<file path="src/smrc_defines.vh">
// smrc_defines.vh - constants for the supply monitor status and reset cause block
// assumes: included by bare name from the smrc_top design file only
`ifndef SMRC_DEFINES_VH
`define SMRC_DEFINES_VH

// register byte addresses on the wishbone bus
`define SMRC_ADR_STATUS     8'h00
`define SMRC_ADR_CAUSE      8'h04
`define SMRC_ADR_CTRL       8'h08
`define SMRC_ADR_IRQ_STAT   8'h0C
`define SMRC_ADR_IRQ_MASK   8'h10

// supply_voltage_status fields
`define SMRC_FALL_BIT       1
`define SMRC_RISE_BIT       0
`define SMRC_STATUS_RSVD    6'h3F
// reset_cause fields
`define SMRC_PFR_BIT        1
`define SMRC_WDR_BIT        0
`define SMRC_CAUSE_RSVD     6'h00
// voltage_monitor_control fields
`define SMRC_CTRL_RISE_EN   0
`define SMRC_CTRL_RSVD      7'h00
// interrupt status and mask use the supply_voltage_status layout
`define SMRC_IRQ_RSVD       6'h00

// reset values
`define SMRC_RST_CTRL       1'h0
`define SMRC_RST_IRQ        2'h0
`define SMRC_RST_DAT        32'h0000_0000

// synchronised source vector positions
`define SMRC_SRC_FALL       0
`define SMRC_SRC_RISE       1
`define SMRC_SRC_POR        2
`define SMRC_SRC_LVD        3
`define SMRC_SRC_WDT        4
`define SMRC_SRC_EXT        5
`define SMRC_SRC_W          6

`endif

</file>
<file path="src/smrc_top.v">
// smrc_top.v - supply monitor status flags and reset cause flags, wishbone slave
// assumes: comparator and reset-source levels arrive asynchronously; clk_i is the
// system clock; rst_i is the system reset raised by power-on and low-voltage reset
//
// Notes on behaviour
// - status bits seven to two read as one; writes to them do nothing
// - status bit one is the fall flag, set when supply drops below fall threshold
// - software clears fall and rise flags only by writing zero after reading them as one
// - rise flag sets on recovery after a fall seen with rise enable one
// - fall and rise flags start at zero and low-voltage reset clears them
// - cause bits seven to two are unspecified on read and not writable
// - power-fail flag set by power-on or low-voltage reset; zero write clears
// - watchdog flag set whenever the watchdog timer causes a reset
// - watchdog flag cleared by power-on, low-voltage, external reset or zero write
// - cause flags have no reset value and survive other resets
//
// Added by the designer: the register offsets and the Wishbone register port.
`timescale 1ns/10ps
`default_nettype none

`include "smrc_defines.vh"

module smrc_top #(
  parameter AW = 8
) (
  input  wire          clk_i,
  input  wire          rst_i,
  // wishbone classic slave
  input  wire          cyc_i,
  input  wire          stb_i,
  input  wire          we_i,
  input  wire [AW-1:0] adr_i,
  input  wire [3:0]    sel_i,
  input  wire [31:0]   dat_i,
  output wire [31:0]   dat_o,
  output wire          ack_o,
  // analogue comparators, high while the condition holds
  input  wire          supply_below_fall_i,
  input  wire          supply_above_rise_i,
  // reset sources, high while active
  input  wire          power_on_reset_i,
  input  wire          low_voltage_reset_i,
  input  wire          watchdog_timer_reset_i,
  input  wire          ext_reset_i,
  // interrupt
  output wire          irq_o
);

  ////////////////////////////////////////////////////////////////////////////
  // bus decode

  reg         ack_r;
  reg  [31:0] dat_r;
  reg         irq_r;

  wire        acc   = cyc_i & stb_i & ~ack_r;
  wire        rd    = acc & ~we_i;
  // writes land on the edge at which the master samples ack high
  wire        wr    = cyc_i & stb_i & ack_r & we_i & sel_i[0];

  function hit;
    input [AW-1:0] a;
    input [7:0]    ofs;
    begin
      hit = (a == ofs[AW-1:0]);
    end
  endfunction

  wire rd_status = rd & hit(adr_i, `SMRC_ADR_STATUS);
  wire wr_status = wr & hit(adr_i, `SMRC_ADR_STATUS);
  wire wr_cause  = wr & hit(adr_i, `SMRC_ADR_CAUSE);
  wire wr_ctrl   = wr & hit(adr_i, `SMRC_ADR_CTRL);
  wire wr_istat  = wr & hit(adr_i, `SMRC_ADR_IRQ_STAT);
  wire wr_imask  = wr & hit(adr_i, `SMRC_ADR_IRQ_MASK);

  ////////////////////////////////////////////////////////////////////////////
  // synchronisers and edge detection

  wire [`SMRC_SRC_W-1:0] src_raw;
  wire [`SMRC_SRC_W-1:0] src_s;
  reg  [`SMRC_SRC_W-1:0] src_d_r;
  wire [`SMRC_SRC_W-1:0] src_rise;

  assign src_raw[`SMRC_SRC_FALL] = supply_below_fall_i;
  assign src_raw[`SMRC_SRC_RISE] = supply_above_rise_i;
  assign src_raw[`SMRC_SRC_POR]  = power_on_reset_i;
  assign src_raw[`SMRC_SRC_LVD]  = low_voltage_reset_i;
  assign src_raw[`SMRC_SRC_WDT]  = watchdog_timer_reset_i;
  assign src_raw[`SMRC_SRC_EXT]  = ext_reset_i;

  smrc_sync #(
    .W     (`SMRC_SRC_W)
  ) u_sync (
    .clk_i (clk_i),
    .rst_i (rst_i),
    .d_i   (src_raw),
    .q_o   (src_s)
  );

  always @(posedge clk_i) begin
    if (rst_i)
      src_d_r <= {`SMRC_SRC_W{1'b0}};
    else
      src_d_r <= src_s;
  end

  assign src_rise = src_s & ~src_d_r;

  wire fall_e = src_rise[`SMRC_SRC_FALL];
  wire up_e   = src_rise[`SMRC_SRC_RISE];
  wire por_e  = src_rise[`SMRC_SRC_POR];
  wire lvd_e  = src_rise[`SMRC_SRC_LVD];
  wire wdt_e  = src_rise[`SMRC_SRC_WDT];
  wire ext_e  = src_rise[`SMRC_SRC_EXT];
  wire lvd_s  = src_s[`SMRC_SRC_LVD];

  ////////////////////////////////////////////////////////////////////////////
  // voltage_monitor_control

  reg rise_irq_enable_r;

  always @(posedge clk_i) begin
    if (rst_i)
      rise_irq_enable_r <= `SMRC_RST_CTRL;
    else if (wr_ctrl)
      rise_irq_enable_r <= dat_i[`SMRC_CTRL_RISE_EN];
  end

  ////////////////////////////////////////////////////////////////////////////
  // supply_voltage_status flags

  wire flag_clr = rst_i | lvd_s;
  wire supply_fall_flag;
  wire supply_rise_flag;
  reg  rise_armed_r;
  wire rise_set = up_e & rise_armed_r;

  // arms on a fall seen with rise enable set; a low-voltage reset disarms
  always @(posedge clk_i) begin
    if (flag_clr)
      rise_armed_r <= 1'b0;
    else if (fall_e && rise_irq_enable_r)
      rise_armed_r <= 1'b1;
    else if (up_e)
      rise_armed_r <= 1'b0;
  end

  smrc_rc_flag u_fall (
    .clk_i    (clk_i),
    .clr_i    (flag_clr),
    .set_i    (fall_e),
    .rd_i     (rd_status),
    .wr_i     (wr_status),
    .wr_val_i (dat_i[`SMRC_FALL_BIT]),
    .q_o      (supply_fall_flag)
  );

  smrc_rc_flag u_rise (
    .clk_i    (clk_i),
    .clr_i    (flag_clr),
    .set_i    (rise_set),
    .rd_i     (rd_status),
    .wr_i     (wr_status),
    .wr_val_i (dat_i[`SMRC_RISE_BIT]),
    .q_o      (supply_rise_flag)
  );

  ////////////////////////////////////////////////////////////////////////////
  // reset_cause flags: no reset term, they survive rst_i

  reg power_fail_reset_flag_r;
  reg watchdog_reset_flag_r;

  always @(posedge clk_i) begin
    if (por_e || lvd_e)
      power_fail_reset_flag_r <= 1'b1;
    else if (wr_cause && !dat_i[`SMRC_PFR_BIT])
      power_fail_reset_flag_r <= 1'b0;
  end

  always @(posedge clk_i) begin
    if (wdt_e)
      watchdog_reset_flag_r <= 1'b1;
    else if (por_e || lvd_e || ext_e || (wr_cause && !dat_i[`SMRC_WDR_BIT]))
      watchdog_reset_flag_r <= 1'b0;
  end

  ////////////////////////////////////////////////////////////////////////////
  // interrupt status (write one to clear) and mask

  reg  [1:0] irq_stat_r;
  reg  [1:0] irq_mask_r;
  reg  [1:0] irq_stat_nxt;
  reg  [1:0] irq_mask_nxt;
  wire [1:0] irq_ev;

  assign irq_ev[`SMRC_FALL_BIT] = fall_e;
  assign irq_ev[`SMRC_RISE_BIT] = rise_set;

  always @* begin
    irq_stat_nxt = irq_stat_r;
    if (wr_istat)
      irq_stat_nxt = irq_stat_nxt & ~dat_i[1:0];
    irq_stat_nxt = irq_stat_nxt | irq_ev;
    irq_mask_nxt = wr_imask ? dat_i[1:0] : irq_mask_r;
  end

  always @(posedge clk_i) begin
    if (rst_i) begin
      irq_stat_r <= `SMRC_RST_IRQ;
      irq_mask_r <= `SMRC_RST_IRQ;
      irq_r      <= 1'b0;
    end else begin
      irq_stat_r <= irq_stat_nxt;
      irq_mask_r <= irq_mask_nxt;
      irq_r      <= |(irq_stat_nxt & irq_mask_nxt);
    end
  end

  ////////////////////////////////////////////////////////////////////////////
  // read data and acknowledge

  reg [31:0] rd_nxt;

  always @* begin
    rd_nxt = `SMRC_RST_DAT;
    if (hit(adr_i, `SMRC_ADR_STATUS))
      rd_nxt[7:0] = {`SMRC_STATUS_RSVD, supply_fall_flag, supply_rise_flag};
    else if (hit(adr_i, `SMRC_ADR_CAUSE))
      rd_nxt[7:0] = {`SMRC_CAUSE_RSVD, power_fail_reset_flag_r,
                     watchdog_reset_flag_r};
    else if (hit(adr_i, `SMRC_ADR_CTRL))
      rd_nxt[7:0] = {`SMRC_CTRL_RSVD, rise_irq_enable_r};
    else if (hit(adr_i, `SMRC_ADR_IRQ_STAT))
      rd_nxt[7:0] = {`SMRC_IRQ_RSVD, irq_stat_r};
    else if (hit(adr_i, `SMRC_ADR_IRQ_MASK))
      rd_nxt[7:0] = {`SMRC_IRQ_RSVD, irq_mask_r};
  end

  always @(posedge clk_i) begin
    if (rst_i) begin
      ack_r <= 1'b0;
      dat_r <= `SMRC_RST_DAT;
    end else begin
      ack_r <= acc;
      if (rd)
        dat_r <= rd_nxt;
    end
  end

  assign ack_o = ack_r;
  assign dat_o = dat_r;
  assign irq_o = irq_r;

endmodule // smrc_top

`default_nettype wire

</file>
<file path="src/smrc_sync.v">
// smrc_sync.v - two flip-flop level synchroniser, one bit per lane
// assumes: single clock, synchronous active-high reset
`timescale 1ns/10ps
`default_nettype none

module smrc_sync #(
  parameter W = 6
) (
  input  wire         clk_i,
  input  wire         rst_i,
  input  wire [W-1:0] d_i,
  output wire [W-1:0] q_o
);

  reg [W-1:0] meta_r;
  reg [W-1:0] q_r;

  // meta_r feeds q_r and nothing else
  always @(posedge clk_i) begin
    if (rst_i) begin
      meta_r <= {W{1'b0}};
      q_r    <= {W{1'b0}};
    end else begin
      meta_r <= d_i;
      q_r    <= meta_r;
    end
  end

  assign q_o = q_r;

endmodule // smrc_sync

`default_nettype wire

</file>
<file path="src/smrc_rc_flag.v">
// smrc_rc_flag.v - sticky flag cleared by writing zero after it was read as one
// assumes: rd_i and wr_i are one-cycle pulses for accesses to the owning register
`timescale 1ns/10ps
`default_nettype none

module smrc_rc_flag (
  input  wire clk_i,
  input  wire clr_i,
  input  wire set_i,
  input  wire rd_i,
  input  wire wr_i,
  input  wire wr_val_i,
  output wire q_o
);

  reg q_r;
  reg seen_r;

  always @(posedge clk_i) begin
    if (clr_i) begin
      q_r    <= 1'b0;
      seen_r <= 1'b0;
    end else begin
      if (set_i)
        q_r <= 1'b1;
      else if (wr_i && !wr_val_i && seen_r)
        q_r <= 1'b0;
      // a read returning one arms the clear; any write disarms it
      if (wr_i)
        seen_r <= 1'b0;
      else if (rd_i && q_r)
        seen_r <= 1'b1;
    end
  end

  assign q_o = q_r;

endmodule // smrc_rc_flag

`default_nettype wire

</file>
<file path="config.mk">
export PLATFORM = sky130hd
export DESIGN_NAME = smrc_top
export DESIGN_NICKNAME = d
export VERILOG_FILES = /design/src/smrc_top.v /design/src/smrc_sync.v /design/src/smrc_rc_flag.v
export VERILOG_INCLUDE_DIRS = /design/src
export SDC_FILE = /design/constraint.sdc
export NUM_CORES = 1
export LEC_CHECK = 0
export ABC_AREA = 1
export ABC_CLOCK_PERIOD_IN_PS = 2700
export BUFFER_PORTS_ARGS = -buffer_cell sky130_fd_sc_hd__buf_2
export CAP_MARGIN = 0
export CORE_AREA = 5 5 88 49
export CTS_BUF_LIST = sky130_fd_sc_hd__clkbuf_2
export DETAILED_ROUTE_END_ITERATION = 8
export DIE_AREA = 0 0 93 54
export GPL_TIMING_DRIVEN = 0
export PLACE_DENSITY = 0.86
export SLEW_MARGIN = 20
export SYNTH_ARGS = -nofsm -noshare
export SYNTH_HDL_FRONTEND = slang
export SYNTH_SLANG_ARGS = --single-unit
</file>
<file path="constraint.sdc">
create_clock -name clk_i -period 2.7 [get_ports clk_i]
set_clock_uncertainty 0.2 [all_clocks]
set_input_delay 0 -clock clk_i [delete_from_list [all_inputs] [get_ports clk_i]]
set_output_delay 0 -clock clk_i [all_outputs]
set_load 0.005 [all_outputs]
</file>
Yosys cells after proc, flatten, opt, wreduce, memory -nomap -nowiden

Cells that the tools add are included.

Flip-flop bits (word level): 40
Output and inout port bits: 34
Input bits: 55

Mux-type cells: 13
Eq/ne operators: 4
Reductions and logical operators: 20
Bitwise gates (word level): 22

Operator list:

| operator                                      | number |
|---|---|
| == test 8 x 4 -> 1 bit, second input constant | 2 |
| AND 1 bit                                     | 13 |
| two-way mux 2 bit                             | 6 |
| logical AND 1 bit                             | 9 |
| == test 8 x 3 -> 1 bit, second input constant | 1 |
| == test 8 x 5 -> 1 bit, second input constant | 1 |
| zero test 8 bit                               | 1 |
| two-way mux 8 bit                             | 1 |
| AND 6 bit                                     | 1 |
| two-way mux 1 bit                             | 6 |
| inverter 6 bit                                | 1 |
| nonzero test 2 bit                            | 3 |
| AND 2 bit                                     | 2 |
| OR reduction 2 bit                            | 2 |
| logical OR 1 bit                              | 3 |
| zero test 1 bit                               | 2 |
| inverter 1 bit                                | 2 |
| inverter 2 bit                                | 1 |
| bitwise OR 2 bit                              | 1 |
| bitwise OR 1 bit                              | 1 |

Longest topological paths before layout

Depth in word-level cells: 9
Gate-level depth with buffers: 9
Depth with buffers taken out: 9

Modules after synthesis

From an unflattened synthesis, not the netlist that was laid out.

Cell total of the unflattened synthesis: 229
Area, all modules: 1682.9 um2

By module, submodules not included:

| module       | seq. area each (um2) | times used | cells each | area an instance (um2) |
|---|---|---|---|---|
| smrc_top     | 380.4                | 1          | 168        | 1171.1 |
| smrc_sync    | 240.2                | 1          | 37         | 341.6 |
| smrc_rc_flag | 40.0                 | 2          | 12         | 85.1 |

Least setup slack after synthesis

OpenSTA, ideal clock, no wires.

Path type: register to register
Start: register ack_r, in the netlist ack_o
End: register irq_r, in the netlist irq_o
Buffers on the path: 0
Arrival time: 1.004 ns
Stages on the path, launching flop included: 8
Required time: 2.387 ns
Library setup time: 0.113 ns
Setup slack: 1.383 ns
Period minus slack after synthesis: 1.317 ns
Path through: dfxtp_1 nand3_2 nor2_4 nand2_1 nand2_1 nand2_1 nand3_1 nand2_1

Longest elaborated chain between the ends: 8
Elaborated cells on any way between the ends: 10
Those cells by class: mux (2); bitwise (7); reduce/logical (1)

Ends and longest elaborated chain:

| what                     | line           | text |
|---|---|---|
| start, declared          | smrc_top.v:52  | `reg ack_r;` |
| start signal, assigned   | smrc_top.v:242 | `ack_r <= 1'b0;` |
| start signal, assigned   | smrc_top.v:245 | `ack_r <= acc;` |
| AND 1 bit * (3 in a row) | smrc_top.v:59  | `wire wr = cyc_i & stb_i & ack_r & we_i & sel_i[0];` |
| AND 1 bit                | smrc_top.v:73  | `` wire wr_istat = wr & hit(adr_i, `SMRC_ADR_IRQ_STAT); `` |
| two-way mux 2 bit        | smrc_top.v:202 | `if (wr_istat)` |
| bitwise OR 2 bit         | smrc_top.v:204 | `irq_stat_nxt = irq_stat_nxt \| irq_ev;` |
| AND 2 bit *              | smrc_top.v:216 | `irq_r <= \|(irq_stat_nxt & irq_mask_nxt);` |
| OR reduction 2 bit *     | smrc_top.v:216 |  |
| end signal, assigned     | smrc_top.v:216 |  |
| end, declared            | smrc_top.v:54  | `reg irq_r;` |

Every way passes the cells marked *; elsewhere a longest branch is shown, timed or not.
A chain may end at the register's enable or synchronous reset.

Worst setup path in the final report

Start: input adr_i[6]
End: register dat_r[0], in the netlist dat_o[0]

Longest elaborated chain between the ends: 6
Elaborated cells on any way between the ends: 10
Those cells by class: eq/ne (4); mux (5); reduce/logical (1)

Ends and longest elaborated chain:

| what                   | line           | text |
|---|---|---|
| start, declared        | smrc_top.v:32  | `input wire [AW-1:0] adr_i,` |
| == test 8 x 5 -> 1 bit | smrc_top.v:65  | `hit = (a == ofs[AW-1:0]);` |
| two-way mux 2 bit      | smrc_top.v:236 | `` else if (hit(adr_i, `SMRC_ADR_IRQ_MASK)) `` |
| two-way mux 2 bit      | smrc_top.v:234 | `` else if (hit(adr_i, `SMRC_ADR_IRQ_STAT)) `` |
| two-way mux 2 bit      | smrc_top.v:232 | `` else if (hit(adr_i, `SMRC_ADR_CTRL)) `` |
| two-way mux 2 bit      | smrc_top.v:229 | `` else if (hit(adr_i, `SMRC_ADR_CAUSE)) `` |
| two-way mux 8 bit *    | smrc_top.v:227 | `` if (hit(adr_i, `SMRC_ADR_STATUS)) `` |
| end signal, assigned   | smrc_top.v:243 | `` dat_r <= `SMRC_RST_DAT; `` |
| end signal, assigned   | smrc_top.v:247 | `dat_r <= rd_nxt;` |
| end, declared          | smrc_top.v:53  | `reg [31:0] dat_r;` |

Marks and branches as above.

==> flow_metrics.py <==
metrics = {
    "cells_and_area": {
        "area_growth_pct": 39.3,
        "nNetsFinal": 372,
        "drive_above_1_share_pct": 25.9,
        "antenna_cells": 0,
        "final_area_mm2": 0.00229,
    },
    "floorplanning": {
        "start_util_pct": 45.7,
        "dieArea_mm2": 0.00502,
        "core_mm2": 0.00360,
        "dieWidth_um": 93,
        "die_height_um": 54,
        "rows": 16,
        "io_pins": 89,
    },
    "drt": {
        "vias_per_cell": 4.20,
        "drtIter0Drc": 127,
        "drtPass1Iterations": 8,
        "antenna_left": 0,
        "route.detailed.drc": 0,
        "drt_wl_total_um": 3790,
        "detail_route.wl_per_cell_um": 10.5,
        "num_vias": 1520,
    },
    "logic_synthesis": {
        "synth_warnings": 0,
        "async_flop_share_pct": 0,
        "syn-mean-instance-area_um2": 7.31,
        "syn_inst": 225,
        "ys_seq_area_share_pct": 42.6,
        "ys.flop_type": "dfxtp_1",
        "syn_area_mm2": 0.00165,
        "ys_seq_elements": 35,
        "yosysUniqueCellTypes": 25,
        "synth_edf_count": 0,
    },
    "clock_network": {
        "cts_sinks": 35,
        "numCtsBuffers": 5,
        "clk-insertion-delay-late_ps": 360,
        "h-tree-depth": 2,
        "clockBufferDepth": 2,
        "cts_tree": "yes",
        "postCtsSetupBuffers": 0,
        "clk_pin_slew_ps": 160,
        "clock-root-buffer": "clkbuf_2",
        "cts-resized-gates": 0,
    },
    "sta": {
        "rsz0062_at_grt": "no",
        "min_period_over_period_pct": 92.2,
        "fmax_mhz": 402,
        "setup_violations": 0,
        "drv_slew": 0,
        "finalSetupTns_ps": 0,
        "min_period_ps": 2490,
        "final-hold-violation-count": 0,
    },
    "hold_path": {
        "hold_path.class": "in2reg",
        "whs_endpoint": "irq_o",
        "worstHoldPathCells": 9,
        "min_from": "adr_i[7]",
    },
    "global_routing": {
        "antenna_found_initial": 0,
        "grt_overflow": 0,
        "grt_pass1_vias": 1374,
        "grt_first_pass_wirelength_um": 5810,
        "grt_max_degree": 11,
        "grt_usage_pct": 15.2,
    },
    "worst_setup_path": {
        "reg2reg_to": "dat_o[0]",
        "end_kind": "register",
        "r2r-start": "ack_o",
        "cp.arrival_ps": 2560,
        "path_max_fanout": 6,
        "r2r_setup_slack_ps": 220,
        "crit_required_ps": 2770,
        "critPathLaunchType": "input pin",
        "rr_worst_depth": 7,
        "critPathKind": "in2reg",
    },
    "placement": {
        "place_hpwl_um": 2670,
        "placed_area_mm2": 0.00194,
        "routabilityCongestion": 0.878,
        "port_buffers": 30,
    },
    "pwr": {
        "leakage_uw": 0.00118,
        "ir_drop_mv": 0.272,
        "powerDensity_mw_per_mm2": 389,
    },
    "run": {
        "maxCapViolations": 0,
    },
    "run_status": {
        "status": "finished, final reports clean",
    },
}
[synth_stat cells (2+ instances only)]
| master | n | area [um2] |
|---|---|---|
| nor2_1 | 31 | 116 |
| nand3_1 | 16 | 80.1 |
| buf_4 | 29 | 218 |
| nor2_4 | 2 | 22.5 |
| nor2_2 | 5 | 31.3 |
| o21ai_0 | 2 | 10.0 |
| dfxtp_1 | 35 | 701 |
| o21ai_1 | 3 | 15.0 |
| inv_1 | 37 | 139 |
| nand2_2 | 2 | 12.5 |
| a21oi_2 | 2 | 17.5 |
| inv_2 | 2 | 7.51 |
| a21oi_1 | 11 | 55.1 |
| nand2_1 | 37 | 139 |
[through the flow]
stage / total power [uW] / util (%) / hold slack (ps) / worst slack, ps / cells
finish: 892 / 63.6 / 80.0 / 209 / 362
detailed placement: 661 / 53.8 / 8.31 / 1260 / 323
global placement: 658 / 53.8 / -1.87 / 1310 / 323
CTS: 898 / 63.6 / 71.4 / 261 / 362
global route: 945 / 63.6 / 109 / 130 / 362
floorplan: 627 / - / -93.0 / 1380 / 248
[worst max-delay path, cell delays in order]
cell           delay [ps]
dlygate4sd3_1         530
buf_2                 130
nor2_1                 80
dlygate4sd3_1         580
nand2_2               130
nor2_4                180
inv_2                  60
nor2_1                 90
nor2_1                 50
nand2_1               110
a21oi_2                60
dlygate4sd3_1         560
[layout make-up]
class                      instances  area (um2)
timing repair buffer              62         470
clock inverter                     2        8.76
fill                             315        1310
inverter                          39         146
sequential                        35         701
multi-input combinational        142         654
buffer                            32         230
tap                               45        56.3
clock buffer                       5        25.0
[how the worst max path moves through the flow]
stage | startpoint | to | cells after the start
5_1_grt | ack_o | dat_o[0] | 7
3_3_place_gp | ack_o | dat_o[0] | 5
3_5_place_dp | ack_o | irq_o | 7
6_report | adr_i[6] | dat_o[0] | 12
4_1_cts | ack_o | dat_o[0] | 7
2_1_floorplan | ack_o | irq_o | 7
[power by group]
group	switching [uW]	internal, uW	leakage, uW
sequential	7.27	533	0.000286
clock	157	54.7	0.0000262
combinational	63.5	76.3	0.000868
total	228	664	0.00118
[cell families after synthesis]
group           synth area share, %
compound gates                 7.45
buf+inv                        22.9
other cells                   0.228
simple gates                   26.8
flops                          42.6
[registers in the layout, indices dropped and copies added, names as in the netlist]
signal,count
watchdog_reset_flag_r,1
irq_stat_r,2
u_sync.q_o,6
u_sync.meta_r,6
u_rise.seen_r,1
ack_o,1
power_fail_reset_flag_r,1
u_rise.q_o,1
dat_o,3
rise_irq_enable_r,1
src_d_r,6
u_fall.q_o,1
rise_armed_r,1
irq_o,1
u_fall.seen_r,1
irq_mask_r,2
[repair_timing]
action,4_1_cts,5_1_grt
hold buffers,32,0
setup endpoints to repair,0,0
endpoints found under the hold margin,23,0
[metal layers]
| layer | track usage [%] | wire (um) |
|---|---|---|
| met5 | 0 | 0 |
| met4 | 3.65 | 0 |
| met3 | 4.75 | 328 |
| met2 | 26.0 | 1800 |
| met1 | 19.1 | 1670 |
[placed cells by master, fill, tap and decap left out]
cell type      synthesis  routed
a21oi_1               11      11
a21oi_2                2       2
and2_4                 1       1
buf_1                  1       1
buf_2                  1      31
buf_4                 29      29
clkbuf_1               1       1
clkbuf_2               0       5
clkinv_1               0       1
clkinv_2               0       1
conb_1                 1      24
dfxtp_1               35      35
dlygate4sd3_1          0      32
inv_1                 37      37
inv_2                  2       2
nand2_1               37      37
nand2_2                2       2
nand3_1               16      16
nand3_2                1       1
nor2_1                31      31
nor2_2                 5       5
nor2_4                 2       2
nor3_1                 1       1
nor3_4                 1       1
o2111ai_1              1       1
o211a_1                1       1
o21ai_0                2       2
o21ai_1                3       3
o22ai_1                1       1
Note: power is estimated with default switching activity, not from simulation.
